===== config.mk =====
export PLATFORM = sky130hd
export DESIGN_NAME = cpma_dev_flat
export DESIGN_NICKNAME = d
export VERILOG_FILES = /design/src/hdl/cpma_pkg.sv /design/src/hdl/cpma_if.sv /design/src/hdl/cpma_buf.sv /design/src/hdl/cpma_dev.sv /design/src/flat_wrapper.sv
export VERILOG_INCLUDE_DIRS = /design/src /design/src/hdl
export SDC_FILE = /design/constraint.sdc
export NUM_CORES = 1
export LEC_CHECK = 0
export ABC_AREA = 1
export BUFFER_PORTS_ARGS = -buffer_cell sky130_fd_sc_hd__buf_2
export CAP_MARGIN = 20
export CORE_MARGIN = 4
export CORE_UTILIZATION = 25
export DETAILED_ROUTE_END_ITERATION = 6
export GPL_TIMING_DRIVEN = 1
export PLACE_DENSITY = 0.56
export SETUP_SLACK_MARGIN = 0.02
export SYNTH_ARGS = -nofsm -noshare
export SYNTH_HDL_FRONTEND = slang
export SYNTH_SLANG_ARGS = --single-unit

===== constraint.sdc =====
create_clock -name core_clk -period 2.3 [get_ports core_clk]
set_input_delay 0.46 -clock core_clk [delete_from_list [all_inputs] [get_ports core_clk]]
set_output_delay 0.46 -clock core_clk [all_outputs]
set_load 0.01 [all_outputs]

===== src/hdl/cpma_cfg.svh =====
// Constants of the CAN parameter-map agent: groups, field positions, timing
`ifndef CPMA_CFG_SVH
`define CPMA_CFG_SVH

// Group numbers carried in identifier bits 23:8
`define CPMA_PGN_SPEED 16'hFF90
`define CPMA_PGN_MIN_SPEED 16'hFF91
`define CPMA_PGN_MAX_SPEED 16'hFF92
`define CPMA_PGN_VPT 16'hFF93
`define CPMA_PGN_HOURS_FUEL 16'hFF94
`define CPMA_PGN_STATE 16'hFF95
`define CPMA_PGN_RUN 16'hFF96
`define CPMA_PGN_SAVE 16'hFFBB

// Identifier fields
`define CPMA_PRIO 5'h18
`define CPMA_CMD_SA 8'h70
`define CPMA_ID_PRIO_LO 24
`define CPMA_ID_PGN_LO 8
`define CPMA_ID_SA_LO 0

// Data field start bits, least significant byte first
`define CPMA_SIG_LO 0
`define CPMA_FA_LO 16
`define CPMA_FB_LO 32
`define CPMA_FC_LO 48
`define CPMA_TMR_LO 24
`define CPMA_RUN_BIT 16
`define CPMA_SAVE_BIT 16

// Reset values of the writable fields
`define CPMA_MIN_SPEED_RST 16'h0000
`define CPMA_MAX_SPEED_RST 16'hFFFF
`define CPMA_RUN_RST 1'b0

// Timing
`define CPMA_CLK_KHZ 100000
`define CPMA_BCAST_PERIOD_MS 1000

`endif


===== src/hdl/cpma_pkg.sv =====
// Types shared by both ends of the CAN parameter-map agent
package cpma_pkg;

  typedef logic [28:0] cpma_id_t;
  typedef logic [63:0] cpma_data_t;

  // Controller state codes reported in the state group
  typedef enum logic [7:0] {
    CPMA_CS_STABILIZE = 8'h00,
    CPMA_CS_STOPPED = 8'h01,
    CPMA_CS_STANDBY = 8'h02,
    CPMA_CS_PRESTART1 = 8'h03,
    CPMA_CS_SAFE_CHECK = 8'h04,
    CPMA_CS_PRESTART2 = 8'h05,
    CPMA_CS_CRANK = 8'h06,
    CPMA_CS_CRANK_REST = 8'h07,
    CPMA_CS_FALSE_START = 8'h08,
    CPMA_CS_WARMUP = 8'h09,
    CPMA_CS_LINE_FILL1 = 8'h0A,
    CPMA_CS_LINE_FILL2 = 8'h0B,
    CPMA_CS_RUN_LOADED = 8'h0C,
    CPMA_CS_COOLDOWN = 8'h0D,
    CPMA_CS_ETS = 8'h0E,
    CPMA_CS_SPINDOWN = 8'h0F
  } cpma_ctrl_state_e;

  // Broadcast sequencer of the device end
  typedef enum logic {
    CPMA_DEV_IDLE = 1'b0,
    CPMA_DEV_SEND = 1'b1
  } cpma_dev_st_e;

endpackage


===== src/hdl/cpma_if.sv =====
// Frame link between the device end and the commanding node
`timescale 1ns/1ps

interface cpma_if;
  // Device to node: status groups
  logic dtx_valid;
  logic dtx_ready;
  cpma_pkg::cpma_id_t dtx_id;
  cpma_pkg::cpma_data_t dtx_data;
  // Node to device: command groups
  logic htx_valid;
  logic htx_ready;
  cpma_pkg::cpma_id_t htx_id;
  cpma_pkg::cpma_data_t htx_data;

  modport dev (
    output dtx_valid,
    input dtx_ready,
    output dtx_id,
    output dtx_data,
    input htx_valid,
    output htx_ready,
    input htx_id,
    input htx_data
  );

  modport host (
    input dtx_valid,
    output dtx_ready,
    input dtx_id,
    input dtx_data,
    output htx_valid,
    input htx_ready,
    output htx_id,
    output htx_data
  );
endinterface


===== src/hdl/cpma_buf.sv =====
// Small FIFO with valid and ready on both sides
`timescale 1ns/1ps

module cpma_buf #(
  parameter int WIDTH = 93,
  parameter int DEPTH = 2
) (
  input wire logic core_clk,
  input wire logic nrst,
  input wire logic in_valid,
  output logic in_ready,
  input wire logic [WIDTH-1:0] in_data,
  output logic out_valid,
  input wire logic out_ready,
  output logic [WIDTH-1:0] out_data
);
  localparam int PW = (DEPTH > 1) ? $clog2(DEPTH) : 1;

  if (DEPTH < 2 || (DEPTH & (DEPTH - 1)) != 0 || WIDTH < 1) begin : g_chk
    $error("cpma_buf: DEPTH must be a power of two of at least 2");
  end

  logic [WIDTH-1:0] mem_q [DEPTH];
  logic [PW-1:0] wr_q;
  logic [PW-1:0] rd_q;
  logic [PW:0] cnt_q;
  logic [PW:0] cnt_d;
  logic rdy_q;
  wire push;
  wire pop;

  // Ready is registered so the link never sees a combinational path
  assign push = in_valid & rdy_q;
  assign pop = out_valid & out_ready;
  assign cnt_d = cnt_q + (PW+1)'(push) - (PW+1)'(pop);
  assign in_ready = rdy_q;
  assign out_valid = (cnt_q != '0);
  assign out_data = mem_q[rd_q];

  // Pointers and fill level
  always_ff @(posedge core_clk or negedge nrst) begin
    if (!nrst) begin
      wr_q <= '0;
      rd_q <= '0;
      cnt_q <= '0;
      rdy_q <= 1'b0;
    end else begin
      wr_q <= wr_q + PW'(push);
      rd_q <= rd_q + PW'(pop);
      cnt_q <= cnt_d;
      rdy_q <= (cnt_d != (PW+1)'(DEPTH));
    end
  end

  // Storage needs no reset
  always_ff @(posedge core_clk) begin
    if (push) begin
      mem_q[wr_q] <= in_data;
    end
  end
endmodule


===== src/hdl/cpma_dev.sv =====
// Device end: periodic status broadcast and command decode
`timescale 1ns/1ps
`include "cpma_cfg.svh"

// Overview of operation
// - Fields are raw integers, unit scale, zero offset
// - Sent groups start with the transmit signature
// - Commands reuse group number, carry command signature
// - Command identifier priority field is 18 hex
// - Command identifier source address is 70 hex
// - Save group bit 16 commits values
// - Save fires only on zero-to-one transition
// - All status groups broadcast once per second
// - No broadcast started or command obeyed unless map enabled
// - Voltage, oil pressure, temperature in group 93
// - Controller state code in bits 16-23
// - State timer seconds in bits 24-39
// - Run bit writable, start zero, readable
module cpma_dev #(
  parameter int BCAST_CYC = `CPMA_BCAST_PERIOD_MS * `CPMA_CLK_KHZ,
  parameter logic [7:0] TX_SIG0 = 8'h5C, // Arbitrary value
  parameter logic [7:0] TX_SIG1 = 8'h3E, // Arbitrary value
  parameter logic [7:0] CMD_SIG0 = 8'h6D, // Arbitrary value
  parameter logic [7:0] CMD_SIG1 = 8'h3E, // Arbitrary value
  parameter logic [7:0] DEV_SA = 8'h00,
  parameter int BUF_DEPTH = 2
) (
  input wire logic core_clk,
  input wire logic nrst,
  cpma_if.dev link,
  input wire logic map_enable,
  input wire logic [15:0] engine_speed,
  input wire logic [15:0] target_speed,
  input wire logic [15:0] supply_decivolt,
  input wire logic [15:0] oil_pressure_kpa,
  input wire logic [15:0] engine_temp_c,
  input wire logic [31:0] engine_hours,
  input wire logic [15:0] fuel_level_pct,
  input wire cpma_pkg::cpma_ctrl_state_e ctrl_state,
  input wire logic [15:0] state_timer_s,
  output logic [15:0] min_speed_q,
  output logic [15:0] max_speed_q,
  output logic run_cmd_q,
  output logic nv_commit_q
);
  localparam int FW = 29 + 64;
  localparam logic [2:0] LAST_GRP = 3'h6;

  if (BCAST_CYC < 1) begin : g_chk
    $error("cpma_dev: BCAST_CYC must be at least 1");
  end

  //--------------------------------------------------------------
  // Broadcast period divider
  //--------------------------------------------------------------
  logic [31:0] per_q;
  logic tick_q;

  // One-cycle enable every period; counting runs even when disabled
  always_ff @(posedge core_clk or negedge nrst) begin
    if (!nrst) begin
      per_q <= 32'h0;
      tick_q <= 1'b0;
    end else begin
      tick_q <= (per_q == 32'(BCAST_CYC - 1));
      per_q <= (per_q == 32'(BCAST_CYC - 1)) ? 32'h0 : per_q + 32'h1;
    end
  end

  //--------------------------------------------------------------
  // Status group contents
  //--------------------------------------------------------------
  cpma_pkg::cpma_dev_st_e st_q;
  cpma_pkg::cpma_dev_st_e st_d;
  logic [2:0] grp_q;
  logic tx_valid_q;
  cpma_pkg::cpma_id_t tx_id_q;
  cpma_pkg::cpma_data_t tx_data_q;
  wire [2:0] grp_sel;
  wire [15:0] ld_pgn;
  logic [63:0] ld_body;
  wire [63:0] ld_data;
  wire tx_take;
  wire start;
  wire load;

  // Group number of each slot in the broadcast sequence
  function automatic logic [15:0] grp_pgn(input logic [2:0] idx);
    case (idx)
      3'h0: grp_pgn = `CPMA_PGN_SPEED;
      3'h1: grp_pgn = `CPMA_PGN_MIN_SPEED;
      3'h2: grp_pgn = `CPMA_PGN_MAX_SPEED;
      3'h3: grp_pgn = `CPMA_PGN_VPT;
      3'h4: grp_pgn = `CPMA_PGN_HOURS_FUEL;
      3'h5: grp_pgn = `CPMA_PGN_STATE;
      default: grp_pgn = `CPMA_PGN_RUN;
    endcase
  endfunction

  // Values go out raw; bit n of the frame is data[n], byte k is data[8k+7:8k]
  function automatic logic [63:0] grp_body(input logic [2:0] idx);
    logic [63:0] b;
    b = 64'h0;
    case (idx)
      3'h0: begin
        b[`CPMA_FA_LO +: 16] = engine_speed;
        b[`CPMA_FB_LO +: 16] = target_speed;
      end
      3'h1: b[`CPMA_FA_LO +: 16] = min_speed_q;
      3'h2: b[`CPMA_FA_LO +: 16] = max_speed_q;
      3'h3: begin
        b[`CPMA_FA_LO +: 16] = supply_decivolt;
        b[`CPMA_FB_LO +: 16] = oil_pressure_kpa;
        b[`CPMA_FC_LO +: 16] = engine_temp_c;
      end
      3'h4: begin
        b[`CPMA_FA_LO +: 32] = engine_hours;
        b[`CPMA_FC_LO +: 16] = fuel_level_pct;
      end
      3'h5: begin
        b[`CPMA_FA_LO +: 8] = ctrl_state;
        b[`CPMA_TMR_LO +: 16] = state_timer_s;
      end
      default: b[`CPMA_RUN_BIT] = run_cmd_q;
    endcase
    grp_body = b;
  endfunction

  // Frame selection for the next load
  assign grp_sel = (st_q == cpma_pkg::CPMA_DEV_IDLE) ? 3'h0 : grp_q + 3'h1;
  assign ld_pgn = grp_pgn(grp_sel);
  always_comb ld_body = grp_body(grp_sel); // Process form wakes on the live inputs read inside
  assign ld_data = {ld_body[63:16], TX_SIG1, TX_SIG0};

  //--------------------------------------------------------------
  // Broadcast sequencer
  //--------------------------------------------------------------
  assign tx_take = tx_valid_q & link.dtx_ready;
  assign start = tick_q & map_enable & (st_q == cpma_pkg::CPMA_DEV_IDLE);
  assign load = start | (tx_take & (st_d == cpma_pkg::CPMA_DEV_SEND));

  // A frame on offer is never withdrawn; disabling ends after it
  always_comb begin
    st_d = st_q;
    case (st_q)
      cpma_pkg::CPMA_DEV_IDLE: begin
        if (start) begin
          st_d = cpma_pkg::CPMA_DEV_SEND;
        end
      end
      cpma_pkg::CPMA_DEV_SEND: begin
        if (tx_take && (grp_q == LAST_GRP || !map_enable)) begin
          st_d = cpma_pkg::CPMA_DEV_IDLE;
        end
      end
      default: st_d = cpma_pkg::CPMA_DEV_IDLE;
    endcase
  end

  // Frame registers; inputs are sampled at the load
  always_ff @(posedge core_clk or negedge nrst) begin
    if (!nrst) begin
      st_q <= cpma_pkg::CPMA_DEV_IDLE;
      grp_q <= 3'h0;
      tx_valid_q <= 1'b0;
      tx_id_q <= '0;
      tx_data_q <= '0;
    end else begin
      st_q <= st_d;
      tx_valid_q <= (st_d == cpma_pkg::CPMA_DEV_SEND);
      if (load) begin
        grp_q <= grp_sel;
        tx_id_q <= {`CPMA_PRIO, ld_pgn, DEV_SA};
        tx_data_q <= ld_data;
      end
    end
  end

  assign link.dtx_valid = tx_valid_q;
  assign link.dtx_id = tx_id_q;
  assign link.dtx_data = tx_data_q;

  //--------------------------------------------------------------
  // Command path
  //--------------------------------------------------------------
  wire [FW-1:0] b_data;
  wire b_valid;
  wire b_ready;
  cpma_pkg::cpma_id_t c_id;
  cpma_pkg::cpma_data_t c_data;
  wire [15:0] c_pgn;
  wire c_hdr_ok;
  wire c_ok;
  wire wr_min;
  wire wr_max;
  wire wr_run;
  wire wr_save;
  logic save_bit_q;

  // Commands wait here while a broadcast runs, so the link stalls, not drops
  cpma_buf #(
    .WIDTH(FW),
    .DEPTH(BUF_DEPTH)
  ) u_cmd_buf (
    .core_clk(core_clk),
    .nrst(nrst),
    .in_valid(link.htx_valid),
    .in_ready(link.htx_ready),
    .in_data({link.htx_id, link.htx_data}),
    .out_valid(b_valid),
    .out_ready(b_ready),
    .out_data(b_data)
  );

  // Header check and group decode
  assign b_ready = (st_q == cpma_pkg::CPMA_DEV_IDLE);
  assign c_id = b_data[FW-1:64];
  assign c_data = b_data[63:0];
  assign c_pgn = c_id[`CPMA_ID_PGN_LO +: 16];
  assign c_hdr_ok = (c_id[`CPMA_ID_PRIO_LO +: 5] == `CPMA_PRIO)
    && (c_id[`CPMA_ID_SA_LO +: 8] == `CPMA_CMD_SA)
    && (c_data[`CPMA_SIG_LO +: 16] == {CMD_SIG1, CMD_SIG0});
  assign c_ok = b_valid & b_ready & map_enable & c_hdr_ok;
  assign wr_min = c_ok & (c_pgn == `CPMA_PGN_MIN_SPEED);
  assign wr_max = c_ok & (c_pgn == `CPMA_PGN_MAX_SPEED);
  assign wr_run = c_ok & (c_pgn == `CPMA_PGN_RUN);
  assign wr_save = c_ok & (c_pgn == `CPMA_PGN_SAVE);

  // Writable fields; any other group number leaves them alone
  always_ff @(posedge core_clk or negedge nrst) begin
    if (!nrst) begin
      min_speed_q <= `CPMA_MIN_SPEED_RST;
      max_speed_q <= `CPMA_MAX_SPEED_RST;
      run_cmd_q <= `CPMA_RUN_RST;
    end else begin
      if (wr_min) begin
        min_speed_q <= c_data[`CPMA_FA_LO +: 16];
      end
      if (wr_max) begin
        max_speed_q <= c_data[`CPMA_FA_LO +: 16];
      end
      if (wr_run) begin
        run_cmd_q <= c_data[`CPMA_RUN_BIT];
      end
    end
  end

  // Save pulses only on a written one following reset or a written zero
  always_ff @(posedge core_clk or negedge nrst) begin
    if (!nrst) begin
      save_bit_q <= 1'b0;
      nv_commit_q <= 1'b0;
    end else begin
      nv_commit_q <= wr_save & c_data[`CPMA_SAVE_BIT] & ~save_bit_q;
      if (wr_save) begin
        save_bit_q <= c_data[`CPMA_SAVE_BIT];
      end
    end
  end
endmodule


===== src/flat_wrapper.sv =====
// flat-port wrapper written by rule: the top's interface ports become plain ports
module cpma_dev_flat 
#(
  parameter int BCAST_CYC = `CPMA_BCAST_PERIOD_MS * `CPMA_CLK_KHZ,
  parameter logic [7:0] TX_SIG0 = 8'h5C,                   
  parameter logic [7:0] TX_SIG1 = 8'h3E,                   
  parameter logic [7:0] CMD_SIG0 = 8'h6D,                   
  parameter logic [7:0] CMD_SIG1 = 8'h3E,                   
  parameter logic [7:0] DEV_SA = 8'h00,
  parameter int BUF_DEPTH = 2
)
  (core_clk, nrst, map_enable, engine_speed, target_speed, supply_decivolt, oil_pressure_kpa, engine_temp_c, engine_hours, fuel_level_pct, ctrl_state, state_timer_s, min_speed_q, max_speed_q, run_cmd_q, nv_commit_q, link_dtx_valid, link_dtx_ready, link_dtx_id, link_dtx_data, link_htx_valid, link_htx_ready, link_htx_id, link_htx_data);
  cpma_if link_i ();
  input wire logic core_clk;
  input wire logic nrst;
  input wire logic map_enable;
  input wire logic [15:0] engine_speed;
  input wire logic [15:0] target_speed;
  input wire logic [15:0] supply_decivolt;
  input wire logic [15:0] oil_pressure_kpa;
  input wire logic [15:0] engine_temp_c;
  input wire logic [31:0] engine_hours;
  input wire logic [15:0] fuel_level_pct;
  input wire cpma_pkg::cpma_ctrl_state_e ctrl_state;
  input wire logic [15:0] state_timer_s;
  output logic [15:0] min_speed_q;
  output logic [15:0] max_speed_q;
  output logic run_cmd_q;
  output logic nv_commit_q;
  output wire logic [$bits(link_i.dtx_valid)-1:0] link_dtx_valid;
  input wire logic [$bits(link_i.dtx_ready)-1:0] link_dtx_ready;
  output wire logic [$bits(link_i.dtx_id)-1:0] link_dtx_id;
  output wire logic [$bits(link_i.dtx_data)-1:0] link_dtx_data;
  input wire logic [$bits(link_i.htx_valid)-1:0] link_htx_valid;
  output wire logic [$bits(link_i.htx_ready)-1:0] link_htx_ready;
  input wire logic [$bits(link_i.htx_id)-1:0] link_htx_id;
  input wire logic [$bits(link_i.htx_data)-1:0] link_htx_data;
  assign link_dtx_valid = link_i.dtx_valid;
  assign link_i.dtx_ready = link_dtx_ready;
  assign link_dtx_id = link_i.dtx_id;
  assign link_dtx_data = link_i.dtx_data;
  assign link_i.htx_valid = link_htx_valid;
  assign link_htx_ready = link_i.htx_ready;
  assign link_i.htx_id = link_htx_id;
  assign link_i.htx_data = link_htx_data;
  cpma_dev #(.BCAST_CYC(BCAST_CYC), .TX_SIG0(TX_SIG0), .TX_SIG1(TX_SIG1), .CMD_SIG0(CMD_SIG0), .CMD_SIG1(CMD_SIG1), .DEV_SA(DEV_SA), .BUF_DEPTH(BUF_DEPTH)) u_core (.core_clk(core_clk), .nrst(nrst), .link(link_i), .map_enable(map_enable), .engine_speed(engine_speed), .target_speed(target_speed), .supply_decivolt(supply_decivolt), .oil_pressure_kpa(oil_pressure_kpa), .engine_temp_c(engine_temp_c), .engine_hours(engine_hours), .fuel_level_pct(fuel_level_pct), .ctrl_state(ctrl_state), .state_timer_s(state_timer_s), .min_speed_q(min_speed_q), .max_speed_q(max_speed_q), .run_cmd_q(run_cmd_q), .nv_commit_q(nv_commit_q));
endmodule

==> results of run 1 <==
[per-stage QoR]
step                      power (W)  util, %  hold slack [ns]  setup WS, ns  std cells
after floorplan            0.006615        -           0.1644       -0.2031       1361
after global placement     0.007356    30.53           0.3819       0.02307       2249
after detailed placement   0.007390    30.53           0.3781      -0.05336       2249
after CTS                   0.01258    32.84          0.03762      -0.04507       2308
after global routing        0.01302    33.18          0.05104     -0.004319       2320
final                       0.01234    33.19          0.07580        0.1084       2322
[worst max-delay path, stage by stage (launching register included)]
cell and delay, ns:
dfrtp_1 0.35, inv_1 0.08, ha_1 0.34, inv_1 0.09, nand2_1 0.14, nand2_2 0.15, buf_4 0.18, nor2_4 0.16
buf_6 0.22, nand2_1 0.07, nand2_1 0.11, nor2_1 0.05, nand3_1 0.09, nand2_1 0.05, inv_1 0.05
[worst paths after layout]
path	slack, ns	to	from
setup / recovery	0.11	u_core.link.dtx_data[16]	u_core.grp_q[0]
hold / removal	0.08	u_core.u_cmd_buf.mem_q[0][83]	link_htx_id[19]
setup reg to reg	0.11	u_core.link.dtx_data[16]	u_core.grp_q[0]
hold reg to reg	0.43	u_core.nv_commit_q	u_core.save_bit_q
max in group asynchronous	1.25	u_core.max_speed_q[0]	nrst
min in group asynchronous	0.35	u_core.link.dtx_data[61]	nrst
[power groups by stage]
stage / sequential (W) / combinational (W) / clock (W)
floorplan: 0.00555 / 0.00107 / 0
global placement: 0.00557 / 0.00179 / 0
detailed placement: 0.00558 / 0.00181 / 0
CTS: 0.00549 / 0.00182 / 0.00526
global route: 0.00554 / 0.00204 / 0.00545
finish: 0.00549 / 0.00176 / 0.00508
[cells in the mapped netlist (7+ instances only)]
library cell	n
buf_4	43
edfxtp_1	122
nor3_1	17
nand4_1	38
dfrtp_1	113
a22o_1	16
nand3b_1	10
clkbuf_1	25
inv_2	8
xor2_1	15
nor2_1	101
a21oi_1	7
inv_1	89
dfstp_2	16
ha_1	7
buf_2	8
o21ai_0	19
nand3_1	95
xnor2_1	7
nand2_1	549
[flip-flops by register name, indices dropped and copies added (netlist names)]
name and count:
u_core.u_cmd_buf.mem_q 122, u_core.link.dtx_data 49, u_core.st_q 1, u_core.min_speed_q 16, u_core.link.dtx_id 3, u_core.run_cmd_q 1, u_core.u_cmd_buf.rd_q 1, u_core.grp_q 3
u_core.u_cmd_buf.wr_q 1, u_core.nv_commit_q 1, u_core.u_cmd_buf.cnt_q 2, u_core.max_speed_q 16, u_core.u_cmd_buf.in_ready 1, u_core.save_bit_q 1, u_core.per_q 32, u_core.tick_q 1
[kinds of logic after synthesis]
family	Yosys count
AND/OR/NAND/NOR	828
buffers and inverters	183
AO/OA/AOI/OAI	49
XOR/XNOR	22
other	1
flip-flops	251
adder cells (fa/ha/maj)	7
[what timing repair did]
action                     in CTS  in global routing
setup endpoints to repair       7                 70
resized for setup               0                  4
hold endpoints to repair       32                  0
pin swaps                       3                  4
gates cloned                    0                  1
hold buffers                    1                  0
buffers inserted                0                 10
[per-layer routing]
| metal | GRT usage, % | share of wire (%) | vias up |
|---|---|---|---|
| met5 | 0 | 0.15 | - |
| met4 | 3.458 | 2.7 | 10 |
| met3 | 3.367 | 7.5 | 85 |
| met2 | 25.19 | 47 | 399 |
| met1 | 19.78 | 43 | 4801 |
| li1 | - | - | 4991 |
[area by class of cell]
cell class,instances,area (um^2)
antenna,3,7.507
clock buffer,41,843.3
clock inverter,17,225.2
fill,4852,31240
inverter,99,371.6
multi-input combinational,928,4215
sequential,251,6912
tap,607,759.5
timing repair buffer,376,2185
==> metrics.csv, run 1 <==
stage;metric;value;unit
status;outcome;finished clean;
power_and_ir_drop;ir_drop;696.1;uV
synthesis;synth_flop_cell;edfxtp_1;
drt;drc;0;
cts;cts-root-buf;clkbuf_16;
sta;finalCriticalPeriod;2.192;ns
drt;drt_iter0_markers;656;
drt;drt_wl_total;40460;um
global_route;antenna_found_initial;14;
floorplanning;std_cell_rows;79;
placed_design;port_buffers;325;
synthesis;synth_edf_count;122;
sta;finalSetupTns;0;ns
drt;ant_nets;0;
placed_design;place_hpwl;30250;um
synthesis;ys_async_sr_fraction;51.39;%
cts;cts_tree;yes;
worst_setup_path;cp.arrival;2.71;ns
global_route;overflow;0;
power_and_ir_drop;p_int;0.009032;W
floorplanning;fp.dieArea;51070;um^2
sta;rsz0062_at_grt;yes;
sta;slew_headroom;59.61;%
finish;final_cell_mix;nand2_1, buf_2, edfxtp_1;
placed_design;dpl_cell_area;14270;um^2
run;max-cap-violations;0;
cts;h-tree-depth;1;
global_route;grt_pass1_wl;58950;um
synthesis;synthTopCellsByArea;edfxtp_1, dfrtp_1, nand2_1, nand3_1, dfstp_2;
sta;fmax;0.4563;GHz
synthesis;yosysTopAreaCellShare;30.84;%
worst_setup_path;r2r_cells;14;
sta;slew_violations;0;
power_and_ir_drop;pwr-share-clk;41.2;%
finish;fin_area;15520;um^2
floorplanning;dieHeight;226.0;um
cts;numCtsBuffers;31;
synthesis;yosysTopAreaCell;edfxtp_1;
floorplanning;io_pins;379;
floorplanning;dieWidth;226.0;um
finish;syn_to_final_growth;30.64;%
synthesis;synthMuxAreaShare;0;%
worst_setup_path;path_class;reg -> reg;
finish;layout_commonest_cell;nand2_1;
power_and_ir_drop;swShare;26.79;%
sta;tightest_slew;0.6058;ns
placed_design;place_congestion;0.8768;
synthesis;synth_top_family_by_area;simple AND/OR/NAND/NOR gates;
worst_hold_path;min_path_type;in -> reg;
global_route;grt_max_degree;58;
floorplanning;start_util;25.41;%
global_route;grtUsageTotal;14.98;%
finish;layout-drive-gt1-share;27.57;%
finish;nets;1944;
power_and_ir_drop;p_comb_share;14.3;%
synthesis;synth-simple-area-share;29.33;%
cts;clk_pin_slew;0.06;ns
drt;wl_per_cell;17.42;um
sta;hold_viol_final;0;
cts;clock-sinks;251;
cts;clk-insertion-delay-late;0.57;ns
power_and_ir_drop;seq_power_share;44.5;%
cts;clock_path_buffers;3;
power_and_ir_drop;leakage;7.711;nW
worst_setup_path;cp-start-kind;register;
synthesis;synth_xor_area_share;1.622;%
power_and_ir_drop;power.density;795.0;nW/um^2
worst_hold_path;hold_depth;1;
power_and_ir_drop;p_sw;0.003305;W
drt;vias;10290;
synthesis;synth-seq-cells;251;
worst_setup_path;required;2.82;ns
sta;setup_viol;0;
sta;period_share;95.29;%
synthesis;synth_cells;1341;
drt;drt_pass1_iterations;5;
sta;fin_skew;0.01122;ns
synthesis;yosysSeqAreaShare;58.18;%
global_route;first_global_vias;9848;
worst_setup_path;crit_fanout;23;
synthesis;synth_area_per_cell;8.858;um^2
drt;post_drt_via_cell_ratio;4.430;
synthesis;synthAdderAreaFrac;0.7373;%
floorplanning;core_area;46750;um^2
synthesis;synth.distinct_cells;34;
synthesis;syn-cell-area;11880;um^2
worst_setup_path;cp-end-kind;register;
synthesis;synth_compound_area_share;2.612;%
synthesis;ys_warn_count;0;
Power figures use the tool's default switching activity.
==> run 2: changes to the inputs <==
--- a/config.mk
+++ b/config.mk
@@ -9,11 +9,13 @@
 export ABC_AREA = 1
 export BUFFER_PORTS_ARGS = -buffer_cell sky130_fd_sc_hd__buf_2
 export CAP_MARGIN = 20
+export CELL_PAD_IN_SITES_DETAIL_PLACEMENT = 0
+export CELL_PAD_IN_SITES_GLOBAL_PLACEMENT = 1
 export CORE_MARGIN = 4
 export CORE_UTILIZATION = 25
 export DETAILED_ROUTE_END_ITERATION = 6
 export GPL_TIMING_DRIVEN = 1
-export PLACE_DENSITY = 0.56
+export PLACE_DENSITY = 0.68
 export SETUP_SLACK_MARGIN = 0.02
 export SYNTH_ARGS = -nofsm -noshare
 export SYNTH_HDL_FRONTEND = slang
==> run 2 against run 1 <==
Flip-flop and latch count unchanged. Combinational power barely moved. Clock skew up 0.0039 ns. Highest routed layer unchanged. First-iteration DRC count decreased by 11%. Routed wire length decreased by 4.2%. Non-clock buffer count shrank 16. Final area down 1.8%. Clock-buffer cell count down 2. Critical path depth decreased by 5. Clock power decreased by 7.9%.
==> metrics.csv, run 2 (synthesized netlist as in run 1, its figures left out) <==
stage;metric;value;unit
global_route;overflow;0;
finish;fillers;4921;
sta;setup_viol;0;
floorplanning;dieWidth;226.0;um
cts;post-cts-setup-buffer-count;0;
global_route;first_global_vias;9982;
worst_setup_path;cp-end-kind;register;
drt;drt_iter0_markers;584;
power_and_ir_drop;leakage;7.567;nW
cts;cts_tree;yes;
floorplanning;std_cell_rows;79;
sta;slew_headroom;61.43;%
cts;clock-sinks;251;
cts;cts-root-buf;clkbuf_16;
finish;nets;1925;
worst_hold_path;min_path_type;in -> reg;
drt;drc;0;
sta;tightest_slew;0.5786;ns
global_route;busiest_layer;met2;
global_route;grtUsageTotal;14.50;%
global_route;grt_pass1_wl;57910;um
cts;clk-insertion-delay-late;0.57;ns
status;outcome;finished clean;
sta;period_share;87.82;%
floorplanning;dieHeight;226.0;um
floorplanning;io_pins;379;
drt;post_drt_via_cell_ratio;4.393;
worst_setup_path;path_class;reg -> reg;
finish;max_flop_register;u_core.u_cmd_buf.mem_q;
drt;vias;10110;
power_and_ir_drop;ir_drop;919.0;uV
sta;finalCriticalPeriod;2.020;ns
placed_design;place_congestion;0.8495;
floorplanning;fp.dieArea;51070;um^2
sta;rsz0062_at_grt;no;
finish;syn_to_final_growth;28.31;%
global_route;grt_max_degree;62;
finish;layout-drive-gt1-share;26.49;%
floorplanning;core_area;46750;um^2
global_route;globalRouteMet3Util;3.159;%
sta;finalSetupTns;0;ns
cts;h-tree-depth;1;
cts;numCtsBuffers;29;
placed_design;place_hpwl;29350;um
worst_setup_path;cp.arrival;2.46;ns
sta;fin_skew;0.01517;ns
floorplanning;start_util;25.41;%
cts;clock_path_buffers;3;
sta;fmax;0.4951;GHz
global_route;antenna_found_initial;5;
worst_setup_path;crit_fanout;28;
global_route;use_met2;24.25;%
cts;clk_pin_slew;0.06;ns
worst_setup_path;r2r_setup_slack;0.28;ns
worst_setup_path;required;2.74;ns
drt;wl_per_cell;16.86;um
drt;drt_pass1_iterations;5;
run;max-cap-violations;0;
worst_setup_path;cp-start-kind;register;
finish;fin_util;32.60;%
finish;final_cell_mix;nand2_1, buf_2, edfxtp_1;
finish;largest_register_ffs;122;
global_route;grtUsageMet1;18.88;%
power_and_ir_drop;power.density;780.7;nW/um^2
finish;layout_commonest_cell;nand2_1;
drt;drt_wl_total;38780;um
sta;whs;0.07412;ns
placed_design;port_buffers;325;
sta;hold_viol_final;0;
drt;ant_nets;0;
sta;slew_violations;0;
## run 2: routing by layer
layer | vias to the layer above | share of wire, %
li1 | 4954 | -
met1 | 4739 | 44
met2 | 349 | 46
met3 | 57 | 7.1
met4 | 6 | 2.6
met5 | - | 0.10
## run 2: path summary, 6_finish.rpt
path / from / to / depth (start not counted)
min reg2reg: u_core.save_bit_q / u_core.nv_commit_q / 1
max reg2reg: u_core.u_cmd_buf.rd_q / u_core.min_speed_q[15] / 9
min in group asynchronous: nrst / u_core.link.dtx_data[16] / 2
min: link_htx_id[19] / u_core.u_cmd_buf.mem_q[0][83] / 1
max in group asynchronous: nrst / u_core.link.dtx_data[54] / 3
max: u_core.u_cmd_buf.rd_q / u_core.min_speed_q[15] / 9
## run 2: timing repair
| item | in CTS | in global routing |
|---|---|---|
| endpoints found under the setup margin | 0 | 17 |
| endpoints found under the hold margin | 29 | 0 |
| gates resized for setup | 0 | 2 |
| hold buffers | 1 | 0 |
## run 2: worst max-delay path: stages, from the launching register on
cell and delay [ns]:
dfrtp_1 0.39, buf_6 0.26, nand3_1 0.10, or2_1 0.21, nand2_1 0.07, nand2_1 0.16, nor2_4 0.19, nand4_4 0.29
nand2_1 0.14, nand2_1 0.07
## run 2: power breakdown
group	switching, W	internal [W]
sequential	0.000169	0.00531
clock	0.00190	0.00277
combinational	0.00118	0.000563
total	0.00326	0.00864
## run 2: cell type report
| type | instances | area, um^2 | area share [%] |
|---|---|---|---|
| timing repair buffer | 360 | 2027 | 13.30 |
| inverter | 99 | 371.6 | 2.438 |
| clock inverter | 15 | 180.2 | 1.182 |
| antenna | 2 | 5.005 | 0.03284 |
| sequential | 251 | 6912 | 45.35 |
| multi-input combinational | 927 | 4194 | 27.52 |
| tap | 607 | 759.5 | 4.983 |
| clock buffer | 39 | 793.3 | 5.204 |
## run 2: per-stage QoR
step                      std cells  cell area (um^2)  setup WS, ns  power, W
after CTS                      2298             15230        0.1310   0.01210
after floorplan                1361             11950       -0.2031  0.006615
after global routing           2299             15240       0.05026   0.01254
final                          2300             15240        0.2802   0.01190
after detailed placement       2243             14250        0.1533  0.007351
after global placement         2243             14250        0.1875  0.007315
